[config.mk]
export PLATFORM = sky130hd
export DESIGN_NAME = prcs_top
export DESIGN_NICKNAME = d
export VERILOG_FILES = /design/src/verilog/prcs_sync.v /design/src/verilog/prcs_top.v
export VERILOG_INCLUDE_DIRS = /design/src /design/src/verilog
export SDC_FILE = /design/constraint.sdc
export NUM_CORES = 1
export LEC_CHECK = 0
export BUFFER_PORTS_ARGS = -buffer_cell sky130_fd_sc_hd__buf_2
export CAP_MARGIN = 20
export CORE_MARGIN = 1
export CORE_UTILIZATION = 40
export DETAILED_ROUTE_END_ITERATION = 12
export SLEW_MARGIN = 25
export SYNTH_ARGS = -nofsm -noshare
export SYNTH_HDL_FRONTEND = slang
export SYNTH_SLANG_ARGS = --single-unit
[constraint.sdc]
create_clock -name core_clk -period 3.3 [get_ports core_clk]
set_input_delay 0.66 -clock core_clk [delete_from_list [all_inputs] [get_ports core_clk]]
set_output_delay 0.66 -clock core_clk [all_outputs]
set_load 0.005 [all_outputs]
[src/verilog/prcs_defines.vh]
// Register map, field positions and reset values of the port and comparator block
// Overview of operation
// - A full reset leaves both ports' output value registers as they were.
// - A full reset clears both direction registers so every pin becomes an input.
// - During a full reset each input value register loads the current synchronized pin sample.
// - A full reset clears both special-function registers to zero, disabling all special functions.
// - Stop-mode-recovery and watchdog time-out events are not full resets and leave port control alone.
// - Setting special-function bits 3 and 4 of the second port enables the comparator function.
// - With the comparator enabled, input bit 4 holds the synchronized result and bit 3 the reference pin.
// - With the comparator selected, the signal pin's interrupt comes from the comparator result.
// - The result bit is high when signal exceeds reference and low when it is below.
// - The comparator keeps working in HALT, and its enabled interrupt wakes the device from HALT.
// - In STOP the comparator is powered down and gives no result and no interrupt.
// - The low-voltage flag drives a global reset only in RUN and HALT, never in STOP.
// - A direction bit of one makes the pin an output, zero makes it an input.
// - Every input pin passes two synchronizer flip-flops before the input value register.
// - Writes to input-configured bits of the input register are replaced by the next sample.
`ifndef PRCS_DEFINES_VH
`define PRCS_DEFINES_VH
`define PRCS_ADDR_B_SFR 8'hD7
`define PRCS_ADDR_B_DIR 8'hD6
`define PRCS_ADDR_B_OUT 8'hD5
`define PRCS_ADDR_B_IN 8'hD4
`define PRCS_ADDR_A_SFR 8'hD3
`define PRCS_ADDR_A_DIR 8'hD2
`define PRCS_ADDR_A_OUT 8'hD1
`define PRCS_ADDR_A_IN 8'hD0
`define PRCS_ADDR_CMP_CTRL 8'hD8
`define PRCS_DIR_RESET 8'h00
`define PRCS_SFR_RESET 8'h00
`define PRCS_CTRL_RESET 8'h00
`define PRCS_CMP_REF_BIT 3
`define PRCS_CMP_SIG_BIT 4
`define PRCS_OD_ONLY_BIT 5
`define PRCS_CTRL_IRQ_EN_BIT 0
`define PRCS_CTRL_RESULT_BIT 1
`define PRCS_CTRL_SELECTED_BIT 2
`endif

[src/verilog/prcs_sync.v]
// Two-stage synchronizer for asynchronous levels
`timescale 1ns/10ps
`default_nettype none
module prcs_sync #(
  parameter WIDTH = 8
) (
  input wire core_clk,
  input wire [WIDTH-1:0] async_in,
  output wire [WIDTH-1:0] sync_out
);
  // No reset, so a full reset still sees the live pin sample
  reg [WIDTH-1:0] stage1_reg;
  reg [WIDTH-1:0] stage2_reg;

  always @(posedge core_clk)
  begin
    stage1_reg <= async_in;
    stage2_reg <= stage1_reg;
  end

  assign sync_out = stage2_reg;
endmodule // prcs_sync
`default_nettype wire

[src/verilog/prcs_top.v]
// Two I/O ports with reset handling and comparator select
//
// Strobed register access and the register offsets are this design's own decisions.
`timescale 1ns/10ps
`default_nettype none
`include "prcs_defines.vh"
module prcs_top #(
  parameter A_WIDTH = 8,
  parameter B_WIDTH = 6
) (
  input wire core_clk,
  input wire srst,
  input wire [7:0] reg_addr,
  input wire [7:0] reg_wr_data,
  input wire reg_wr,
  input wire reg_rd,
  output reg [7:0] reg_rd_data,
  input wire [A_WIDTH-1:0] port_a_pin_in,
  output reg [A_WIDTH-1:0] port_a_pin_out,
  output reg [A_WIDTH-1:0] port_a_pin_oe,
  input wire [B_WIDTH-1:0] port_b_pin_in,
  output reg [B_WIDTH-1:0] port_b_pin_out,
  output reg [B_WIDTH-1:0] port_b_pin_oe,
  input wire comparator_result_in,
  output reg comparator_power_on,
  input wire halt_mode,
  input wire stop_mode,
  input wire stop_mode_recovery_event,
  input wire watchdog_timeout_event,
  output reg soft_restart,
  input wire low_voltage_trip_point,
  output reg global_reset,
  output reg signal_pin_irq,
  output reg halt_wake
);

  function addr_hit;
    input [7:0] addr;
    input [7:0] target;
    begin
      addr_hit = (addr == target);
    end
  endfunction

  // Input register next value: sampled for inputs, written or held for outputs
  function [7:0] in_next;
    input [7:0] cur;
    input [7:0] smp;
    input [7:0] dir;
    input [7:0] wdata;
    input wr;
    integer i;
    begin
      in_next = 8'h00;
      for (i = 0; i < 8; i = i + 1)
      begin
        if (!dir[i])
          in_next[i] = smp[i];
        else if (wr)
          in_next[i] = wdata[i];
        else
          in_next[i] = cur[i];
      end
    end
  endfunction

  wire [A_WIDTH-1:0] a_sync;
  wire [B_WIDTH-1:0] b_sync;
  wire [1:0] analog_sync;

  prcs_sync #(
    .WIDTH(A_WIDTH)
  ) u_sync_a (
    .core_clk(core_clk),
    .async_in(port_a_pin_in),
    .sync_out(a_sync)
  );

  prcs_sync #(
    .WIDTH(B_WIDTH)
  ) u_sync_b (
    .core_clk(core_clk),
    .async_in(port_b_pin_in),
    .sync_out(b_sync)
  );

  prcs_sync #(
    .WIDTH(2)
  ) u_sync_analog (
    .core_clk(core_clk),
    .async_in({low_voltage_trip_point, comparator_result_in}),
    .sync_out(analog_sync)
  );

  reg [A_WIDTH-1:0] a_in_reg;
  reg [A_WIDTH-1:0] a_out_reg;
  reg [A_WIDTH-1:0] a_dir_reg;
  reg [A_WIDTH-1:0] a_sfr_reg;
  reg [B_WIDTH-1:0] b_in_reg;
  reg [B_WIDTH-1:0] b_out_reg;
  reg [B_WIDTH-1:0] b_dir_reg;
  reg [B_WIDTH-1:0] special_function_register;
  reg irq_enable_reg;
  reg irq_src_reg;

  wire wr_a_in = reg_wr && addr_hit(reg_addr, `PRCS_ADDR_A_IN);
  wire wr_a_out = reg_wr && addr_hit(reg_addr, `PRCS_ADDR_A_OUT);
  wire wr_a_dir = reg_wr && addr_hit(reg_addr, `PRCS_ADDR_A_DIR);
  wire wr_a_sfr = reg_wr && addr_hit(reg_addr, `PRCS_ADDR_A_SFR);
  wire wr_b_in = reg_wr && addr_hit(reg_addr, `PRCS_ADDR_B_IN);
  wire wr_b_out = reg_wr && addr_hit(reg_addr, `PRCS_ADDR_B_OUT);
  wire wr_b_dir = reg_wr && addr_hit(reg_addr, `PRCS_ADDR_B_DIR);
  wire wr_b_sfr = reg_wr && addr_hit(reg_addr, `PRCS_ADDR_B_SFR);
  wire wr_ctrl = reg_wr && addr_hit(reg_addr, `PRCS_ADDR_CMP_CTRL);

  // Both select bits needed, a half-set pair leaves plain I/O
  wire comp_selected = special_function_register[`PRCS_CMP_REF_BIT] &&
    special_function_register[`PRCS_CMP_SIG_BIT];
  // High means signal above reference; forced low in STOP (stop_mode)
  wire comp_result = analog_sync[0] && !stop_mode;

  // Pin sample for port B with the comparator rerouted onto bit 4
  reg [B_WIDTH-1:0] b_sample;
  always @*
  begin
    b_sample = b_sync;
    if (comp_selected)
      b_sample[`PRCS_CMP_SIG_BIT] = comp_result;
  end

  wire [7:0] a_in_calc = in_next({{(8-A_WIDTH){1'b0}}, a_in_reg},
    {{(8-A_WIDTH){1'b0}}, a_sync}, {{(8-A_WIDTH){1'b0}}, a_dir_reg},
    reg_wr_data, wr_a_in);
  wire [7:0] b_in_calc = in_next({{(8-B_WIDTH){1'b0}}, b_in_reg},
    {{(8-B_WIDTH){1'b0}}, b_sample}, {{(8-B_WIDTH){1'b0}}, b_dir_reg},
    reg_wr_data, wr_b_in);

  // Interrupt source for the signal pin
  wire irq_src_next = comp_selected ? comp_result : b_sync[`PRCS_CMP_SIG_BIT];
  wire irq_edge = irq_src_next && !irq_src_reg && irq_enable_reg;

  // Output registers are never reset, so their contents survive a full reset
  always @(posedge core_clk)
  begin
    if (wr_a_out)
      a_out_reg <= reg_wr_data[A_WIDTH-1:0];
    if (wr_b_out)
      b_out_reg <= reg_wr_data[B_WIDTH-1:0];
  end

  // Input registers follow the sample even through reset
  always @(posedge core_clk)
  begin
    if (srst)
    begin
      a_in_reg <= a_sync;
      b_in_reg <= b_sample;
    end
    else
    begin
      a_in_reg <= a_in_calc[A_WIDTH-1:0];
      b_in_reg <= b_in_calc[B_WIDTH-1:0];
    end
  end

  // Only srst clears control; recovery and watchdog events never touch it
  always @(posedge core_clk)
  begin
    if (srst)
    begin
      a_dir_reg <= `PRCS_DIR_RESET;
      b_dir_reg <= 6'h00;
      a_sfr_reg <= `PRCS_SFR_RESET;
      special_function_register <= 6'h00;
      irq_enable_reg <= 1'b0;
      irq_src_reg <= 1'b0;
    end
    else
    begin
      if (wr_a_dir)
        a_dir_reg <= reg_wr_data[A_WIDTH-1:0];
      if (wr_b_dir)
        b_dir_reg <= reg_wr_data[B_WIDTH-1:0];
      if (wr_a_sfr)
        a_sfr_reg <= reg_wr_data[A_WIDTH-1:0];
      if (wr_b_sfr)
        special_function_register <= reg_wr_data[B_WIDTH-1:0];
      if (wr_ctrl)
        irq_enable_reg <= reg_wr_data[`PRCS_CTRL_IRQ_EN_BIT];
      irq_src_reg <= irq_src_next;
    end
  end

  // Pin drivers; port A open-drain per bit, port B bit 5 open-drain only
  always @(posedge core_clk)
  begin
    if (srst)
    begin
      port_a_pin_out <= {A_WIDTH{1'b0}};
      port_a_pin_oe <= {A_WIDTH{1'b0}};
      port_b_pin_out <= {B_WIDTH{1'b0}};
      port_b_pin_oe <= {B_WIDTH{1'b0}};
    end
    else
    begin
      port_a_pin_out <= a_out_reg;
      port_a_pin_oe <= a_dir_reg & (~a_sfr_reg | ~a_out_reg);
      port_b_pin_out <= b_out_reg;
      port_b_pin_oe <= b_dir_reg;
      port_b_pin_oe[`PRCS_OD_ONLY_BIT] <= b_dir_reg[`PRCS_OD_ONLY_BIT] &&
        !b_out_reg[`PRCS_OD_ONLY_BIT];
    end
  end

  // Comparator power, interrupt, wake and restart request
  always @(posedge core_clk)
  begin
    if (srst)
    begin
      comparator_power_on <= 1'b0;
      signal_pin_irq <= 1'b0;
      halt_wake <= 1'b0;
      soft_restart <= 1'b0;
    end
    else
    begin
      comparator_power_on <= comp_selected && !stop_mode;
      signal_pin_irq <= irq_edge && !(comp_selected && stop_mode);
      halt_wake <= irq_edge && comp_selected && halt_mode && !stop_mode;
      // Restart request leaves every port register untouched
      soft_restart <= stop_mode_recovery_event || watchdog_timeout_event;
    end
  end

  // Not cleared by srst: it is the source of the reset, not a victim of it
  always @(posedge core_clk)
  begin
    global_reset <= analog_sync[1] && !stop_mode;
  end

  // Read data, one cycle after the strobe; unmapped reads return zero
  reg [7:0] rd_mux;
  always @*
  begin
    rd_mux = 8'h00;
    case (reg_addr)
      `PRCS_ADDR_A_IN: rd_mux[A_WIDTH-1:0] = a_in_reg;
      `PRCS_ADDR_A_OUT: rd_mux[A_WIDTH-1:0] = a_out_reg;
      `PRCS_ADDR_A_DIR: rd_mux[A_WIDTH-1:0] = a_dir_reg;
      `PRCS_ADDR_A_SFR: rd_mux[A_WIDTH-1:0] = a_sfr_reg;
      `PRCS_ADDR_B_IN: rd_mux[B_WIDTH-1:0] = b_in_reg;
      `PRCS_ADDR_B_OUT: rd_mux[B_WIDTH-1:0] = b_out_reg;
      `PRCS_ADDR_B_DIR: rd_mux[B_WIDTH-1:0] = b_dir_reg;
      `PRCS_ADDR_B_SFR: rd_mux[B_WIDTH-1:0] = special_function_register;
      `PRCS_ADDR_CMP_CTRL:
      begin
        rd_mux[`PRCS_CTRL_IRQ_EN_BIT] = irq_enable_reg;
        rd_mux[`PRCS_CTRL_RESULT_BIT] = comp_result;
        rd_mux[`PRCS_CTRL_SELECTED_BIT] = comp_selected;
      end
      default: rd_mux = 8'h00;
    endcase
  end

  always @(posedge core_clk)
  begin
    if (srst)
      reg_rd_data <= 8'h00;
    else if (reg_rd)
      reg_rd_data <= rd_mux;
    else
      reg_rd_data <= 8'h00;
  end

endmodule // prcs_top
`default_nettype wire
After elaboration in Yosys (flattened, before gate mapping)
Index checks and enable logic that the tools add are counted.
{ "word_totals": {"ff_bits": 131, "out_inout_bits": 41, "mem_bits_rw": 0, "romBits": 0, "latchBits": 0, "word_cells": 127, "input_bits": 40, "n_memories": 0} }
{ "classes": {"n_div": 0, "bitwise": 5, "n_eq_ne": 23, "n_mux": 34, "n_lt_le_gt_ge": 0, "n_addsub": 0, "n_shift": 0, "n_mul": 0, "reduce_logical": 27} }
{ "op_table": {"columns": ["cell", "count"], "rows": [
  ["8-bit equality test, second input constant", 9],
  ["3-bit by 2-bit inequality test with 1-bit output, second input constant", 14],
  ["1-bit 2-to-1 mux", 29],
  ["3-bit one-hot mux with 9 select lines", 1],
  ["3-bit one-hot mux with 8 select lines", 1],
  ["1-bit logical AND", 21],
  ["8-bit NOT", 2],
  ["8-bit AND", 1],
  ["8-bit 2-to-1 mux", 1],
  ["8-bit bitwise OR", 1],
  ["2-bit one-hot mux with 4 select lines", 1],
  ["6-bit 2-to-1 mux", 1],
  ["1-bit zero test", 4],
  ["2-bit OR reduction", 1],
  ["1-bit logical OR", 1],
  ["1-bit NOT", 1]
]} }

Depth between registers and ports, before layout
Gate-level depths: netlist (run 1).
{ "depth": {"depth_word": 8, "depth_mapped": 7, "ltp_nobuf": 4} }

Modules after synthesis
Synthesis (run 1) repeated with hierarchy kept, for this count alone.
{ "hier_totals": {"cells_unflattened": 374, "hier_area_um2": 4634.4} }
{ "modules_own_cells": {"columns": ["module", "cells_per_inst", "instances", "area_each_um2", "seq_area_each_um2"], "rows": [
  ["prcs_top", 342, 1, 3993.8, 2262.2],
  ["prcs_sync at u_sync_a", 16, 1, 320.3, 320.3],
  ["prcs_sync at u_sync_b", 12, 1, 240.2, 240.2],
  ["prcs_sync at u_sync_analog", 4, 1, 80.1, 80.1]
]} }

Worst setup path before layout (run 1)
OpenSTA, ideal clock, no wires.
{ "synth_timing": {"path_kind": "input to register", "start": "input port reg_addr[1]", "end": "register a_out_reg[0] (enable)", "n_path_buf": 2, "stages": 4, "path_slack_ns": 0.885, "arrival_ns": 2.020, "cell_sequence": "buf_2 > clkbuf_1 > nand2b_1 > nor4_1"} }
{ "synth_via": {"elab_chain_len": 2} }
{ "synth_rtl": {"columns": ["item", "line_no", "source"], "rows": [
  ["start: declaration", "prcs_top.v:13", "input wire [7:0] reg_addr,"],
  ["8-bit equality test", "prcs_top.v:41", "addr_hit = (addr == target);"],
  ["1-bit logical AND", "prcs_top.v:107", "wire wr_a_out = reg_wr && addr_hit(reg_addr, `PRCS_ADDR_A_OUT);"],
  ["named net wr_a_out", "prcs_top.v:107", null],
  ["end signal: assignment", "prcs_top.v:146", "a_out_reg <= reg_wr_data[A_WIDTH-1:0];"],
  ["end: declaration", "prcs_top.v:96", "reg [A_WIDTH-1:0] a_out_reg;"]
]} }
The timed path passes the listed nets, and every way through them passes these cells.
A chain may end at the register's enable or synchronous reset.

Worst setup path after layout (run 1)
{ "layout_timing": {"start": "input port reg_addr[2]", "end": "register b_out_reg[5] (enable)"} }
{ "layout_via": {"elab_chain_len": 2} }
{ "layout_rtl": {"columns": ["item", "line_no", "source"], "rows": [
  ["8-bit equality test", "prcs_top.v:41", null],
  ["1-bit logical AND", "prcs_top.v:111", "wire wr_b_out = reg_wr && addr_hit(reg_addr, `PRCS_ADDR_B_OUT);"],
  ["named net wr_b_out", "prcs_top.v:111", null],
  ["end signal: assignment", "prcs_top.v:148", "b_out_reg <= reg_wr_data[B_WIDTH-1:0];"],
  ["end: declaration", "prcs_top.v:100", "reg [B_WIDTH-1:0] b_out_reg;"]
]} }
The timed path passes the listed nets, and every way through them passes these cells.

==> results of run 1 <==
cell type report:
type                       count  area [µm²]  area share, %
clock inverter                10         130           2.27
sequential                   131        2900           50.5
timing repair buffer          85         438           7.63
tap                          140         175           3.05
multi-input combinational    209        1620           28.2
inverter                       1        3.75         0.0654
clock buffer                  22         474           8.26
placed cells by master (no fill, tap or decap), drive strengths merged, types with 2 or more instances in the layout:
cell type  Yosys  routed
dfxtp        103     103
buf           10      85
mux2i         42      42
nor2          40      40
edfxtp        28      28
nor2b         23      23
clkbuf         8      22
nand2b        21      21
mux2          12      12
a21oi         11      11
nand2         10      10
mux4           8       8
o21ai          5       5
nand3          5       5
clkinv         0       5
nor3           4       4
nand4b         4       4
o2bb2ai        3       3
bufinv         0       3
and4b          3       3
nand3b         2       2
nor3b          2       2
a22oi          2       2
nand4          2       2
clkinvlp       0       2
and2           2       2
nor4           2       2
power groups by stage:
stage	clock network (mW)	registers (mW)	logic, mW
2_1_floorplan	0	1.71	0.0718
6_report	1.89	1.68	0.126
3_3_place_gp	0	1.72	0.126
3_5_place_dp	0	1.72	0.127
4_1_cts	1.93	1.68	0.127
5_1_grt	2.00	1.69	0.138
kinds of logic after synthesis:
| logic type | synth area share, % |
|---|---|
| flops | 63.1 |
| simple gates | 15.4 |
| mux | 16.0 |
| compound gates | 3.54 |
| buf+inv | 1.93 |
metrics by stage:
stage	hold slack [ps]	total power [mW]
2_1_floorplan	310	1.79
3_3_place_gp	310	1.84
3_5_place_dp	312	1.84
4_1_cts	322	3.74
5_1_grt	323	3.82
6_report	325	3.70
path summary, 6_finish.rpt:
kind | end | startpoint | depth (start not counted)
min | u_sync_b.sync_out[3] | u_sync_b.stage1_reg[3] | 0
min reg2reg | u_sync_b.sync_out[3] | u_sync_b.stage1_reg[3] | 0
max | b_out_reg[5] | reg_addr[2] | 5
max reg2reg | b_in_reg[2] | b_dir_reg[2] | 2
routing by layer:
metal	GRT usage, %	vias up	wire (µm)
li1	-	1438	-
met1	21.0	1405	4250
met2	27.4	84	4610
met3	5.80	11	478
met4	9.14	0	159
met5	0	-	0
==> flow_summary.toml, run 1 <==
[timing]
tightest_slew_ps = 816
hold_violations = 0
min_period_over_period_pct = 65.7
drv_slew = 0
rsz0062_at_grt = "false"
tns_ps = 0
skew_ps = 5.06
setup_viol = 0
fmax_mhz = 461
min_period_ps = 2170
relSlewSlack_pct = 45.2
setup_ws_ps = 1130

[global_route]
grt_util_all_layers_pct = 17.4
antenna_found_initial = 0
gr-total-overflow = 0
grt_pass1_vias = 2896
grt_max_degree = 39
grt_pass1_wl_um = 14800

[placed_design]
dp_worst_setup_slack_ps = 755
place.port_buffers = 80
place_inst = 566
dp.final_hpwl_um = 6340
place.gp.congestion = 0.793
place_area_um2 = 5140

[finish]
syn2layout_area_growth_pct = 24.9
drive_gt1_share_pct = 32.8
antenna_cells = 0
final_util_pct = 52.1
fillers = 1001
fin_cells = 598
num-nets-final = 485
finalInstanceArea_um2 = 5740

[run_status]
status = "completed"

[synth]
synth.most_common_cell = "dfxtp_1"
yosys_register_bits = 131
netlist.area_leader.share_pct = 44.8
postSynthAreaPerCell_um2 = 12.8
syn-instance-count = 359
synth_edf_count = 28
synthFlopType = "dfxtp_1"
yosysTopAreaCell = "dfxtp_1"
ys_types = 39
synth-seq-area-share_pct = 63.1
async_flop_share_pct = 0
yosys_warnings = 0
synth.area.top_cells = "dfxtp_1, edfxtp_1, mux2i_1"
netlist_area_um2 = 4600
synth_top_cells_by_count = "dfxtp_1, mux2i_1, nor2_1"
synth.net_count = 399

[setup_path]
critical-path-slowest-cell = "nor2_1"
path_cells = "buf_2, nor2b_1, and2_1, nand2_1, nor2_1"
path_class = "input port to flip-flop"
ff2ff_setup_slack_ps = 2070
crit_path_end_kind = "flip-flop"
crit_path_start_kind = "input port"
cp_top_family = "simple AND/OR/NAND/NOR gates"
arrival_ps = 2210
critPathBufInv = 1
worst_ep_required_time_ps = 3340
max_stage_delay_ps = 590
crit_fanout = 18

[clocking]
clock_sinks = 131
path_clk_slew_ps = 50
cts_hold_buf = 0
cts_setup_buffers = 0
clock_latency_ps = 410
clockBufferDepth = 2
cts_resized = 0
cts_tree = "done"
htreeDepth = 4
cts_root_buffer = "clkbuf_16"
numCtsBuffers = 17

[power_and_ir_drop]
p_clk_share_pct = 51.1
p_per_area_nw_per_um2 = 644
pwr-share-comb_pct = 3.4
swShare_pct = 19.7
p_int_mw = 2.97
power_frac_seq_pct = 45.5
vdd_drop_max_uv = 321
p_leak_nw = 2.38
p_switching_mw = 0.730

[drt]
vias = 2938
drt_iter0_markers = 143
routed_via_density = 4.91
remaining_drc_errors = 0
antenna_left = 0
drt-total-wl_um = 9500
wl_per_cell_um = 15.9
drt-pass1-iter-count = 4

[die]
io_pins = 81
core_area_um2 = 11000
row_count = 38
die_y_um = 109
start_util_pct = 41.7
die_area_um2 = 11900
die_width_um = 109

[worst_hold_path]
min_path_type = "flip-flop to flip-flop"

[flow_run]
cap_violations = 0
(Power assumes the default switching activity.)
==> run 2: changes to the inputs <==
clock period = 1.9 ns   (was 3.3 ns; I/O delays follow)
==> flow_summary.toml, run 2 (same netlist as run 1, synthesis figures left out) <==
[timing]
tns_ps = 0
min_period_ps = 1400
skew_ps = 4.39
relSlewSlack_pct = 74.2
fmax_mhz = 716
whs_ps = 63.0
min_period_over_period_pct = 73.6
setup_viol = 0
rsz0062_at_grt = "false"
hold_violations = 0
tightest_slew_ps = 386
drv_slew = 0

[setup_path]
crit_path_start_kind = "input port"
rr_worst_depth = 3
crit_start = "reg_addr[5]"
r2r-start = "special_function_register[3]"
max_stage_delay_ps = 330
path_class = "input port to flip-flop"
critical-path-slowest-cell = "and4b_2"
arrival_ps = 1520
ff2ff_setup_slack_ps = 650
path_cells = "buf_2, and4b_2, and2_1, nand3_1, nand2_1"
crit_fanout = 6
worst_ep_required_time_ps = 2020
worstReg2RegEnd = "b_in_reg[4]"
crit_path_end_kind = "flip-flop"
endpoint = "b_in_reg[0]"

[power_and_ir_drop]
p_clk_share_pct = 50.9
p_switching_mw = 1.28
pwr-share-comb_pct = 3.8
vdd_drop_max_uv = 670
p_per_area_nw_per_um2 = 1090
p_leak_nw = 2.48
swShare_pct = 19.8
power_frac_seq_pct = 45.3
p_int_mw = 5.17

[clocking]
cts_root_buffer = "clkbuf_16"
numCtsBuffers = 17
clockBufferDepth = 2
cts_hold_buf = 0
cts_setup_buffers = 0
htreeDepth = 4
clock_sinks = 131
path_clk_slew_ps = 60
cts_resized = 0
clock_latency_ps = 410
cts_tree = "done"

[global_route]
grt_max_degree = 42
gr-total-overflow = 0
grt_pass1_vias = 2916
antenna_found_initial = 0
grt_pass1_wl_um = 14800
grt_util_all_layers_pct = 17.4

[finish]
layout_commonest_cell = "dfxtp_1"
drive_gt1_share_pct = 34.7
syn2layout_area_growth_pct = 28.3
layout_common_cells = "dfxtp_1, buf_2, mux2i_1"
antenna_cells = 0
final_util_pct = 53.5
num-nets-final = 500

[run_status]
status = "completed"

[die]
die_y_um = 109
start_util_pct = 41.7
core_area_um2 = 11000
die_area_um2 = 11900
row_count = 38
io_pins = 81
die_width_um = 109

[drt]
remaining_drc_errors = 0
vias = 2975
antenna_left = 0
drt_iter0_markers = 116
routed_via_density = 4.85
drt-pass1-iter-count = 4
drt-total-wl_um = 9660
wl_per_cell_um = 15.8

[placed_design]
place.port_buffers = 80
dp.final_hpwl_um = 6660
place.gp.congestion = 0.827

[worst_hold_path]
min_path_type = "input port to flip-flop"

[flow_run]
cap_violations = 0
run 2: worst max-delay path, delay by kind of cell:
| kind | cells | cell delay (ps) |
|---|---|---|
| buffers and inverters | 1 | 110 |
| AND/OR/NAND/NOR | 4 | 1030 |
run 2: area by class of cell:
type	instances	area, µm²
Sequential cell	131	2900
Clock buffer	24	514
Tap cell	140	175
Fill cell	967	5130
Inverter	1	3.75
Timing Repair Buffer	100	588
Clock inverter	8	95.1
Multi-Input combinational cell	209	1620
run 2: power by group through the flow:
stage,sequential [mW],combinational (mW),clock (mW)
2_1_floorplan,2.98,0.125,0
3_3_place_gp,2.98,0.242,0
3_5_place_dp,2.98,0.244,0
4_1_cts,2.92,0.246,3.35
5_1_grt,2.93,0.262,3.46
6_report,2.92,0.242,3.28
run 2: metal layers:
layer  wire (µm)  share of wire (%)  GRT usage, %
met1        4210                 44          20.1
met2        4790                 50          28.9
met3         396                4.1          4.84
met4         270                2.8          10.1
met5           0                  0             0
run 2: how the worst min path moves through the flow:
stage,start,end,cells past startpoint
after floorplan,u_sync_a.stage1_reg[0],u_sync_a.sync_out[0],0
after global placement,u_sync_a.stage1_reg[2],u_sync_a.sync_out[2],0
after detailed placement,u_sync_b.stage1_reg[4],u_sync_b.sync_out[4],0
after CTS,port_a_pin_in[3],u_sync_a.stage1_reg[3],1
after global routing,port_a_pin_in[3],u_sync_a.stage1_reg[3],1
final,port_b_pin_in[5],u_sync_b.stage1_reg[5],1
run 2: stage by stage:
step | instances | area (µm²) | total power, mW | setup slack, ps
2_1_floorplan | 359 | 4600 | 3.10 | 93.9
3_3_place_gp | 581 | 5290 | 3.22 | 121
3_5_place_dp | 581 | 5290 | 3.23 | 74.8
4_1_cts | 613 | 5900 | 6.52 | 515
5_1_grt | 613 | 5900 | 6.65 | 433
6_report | 613 | 5900 | 6.45 | 502
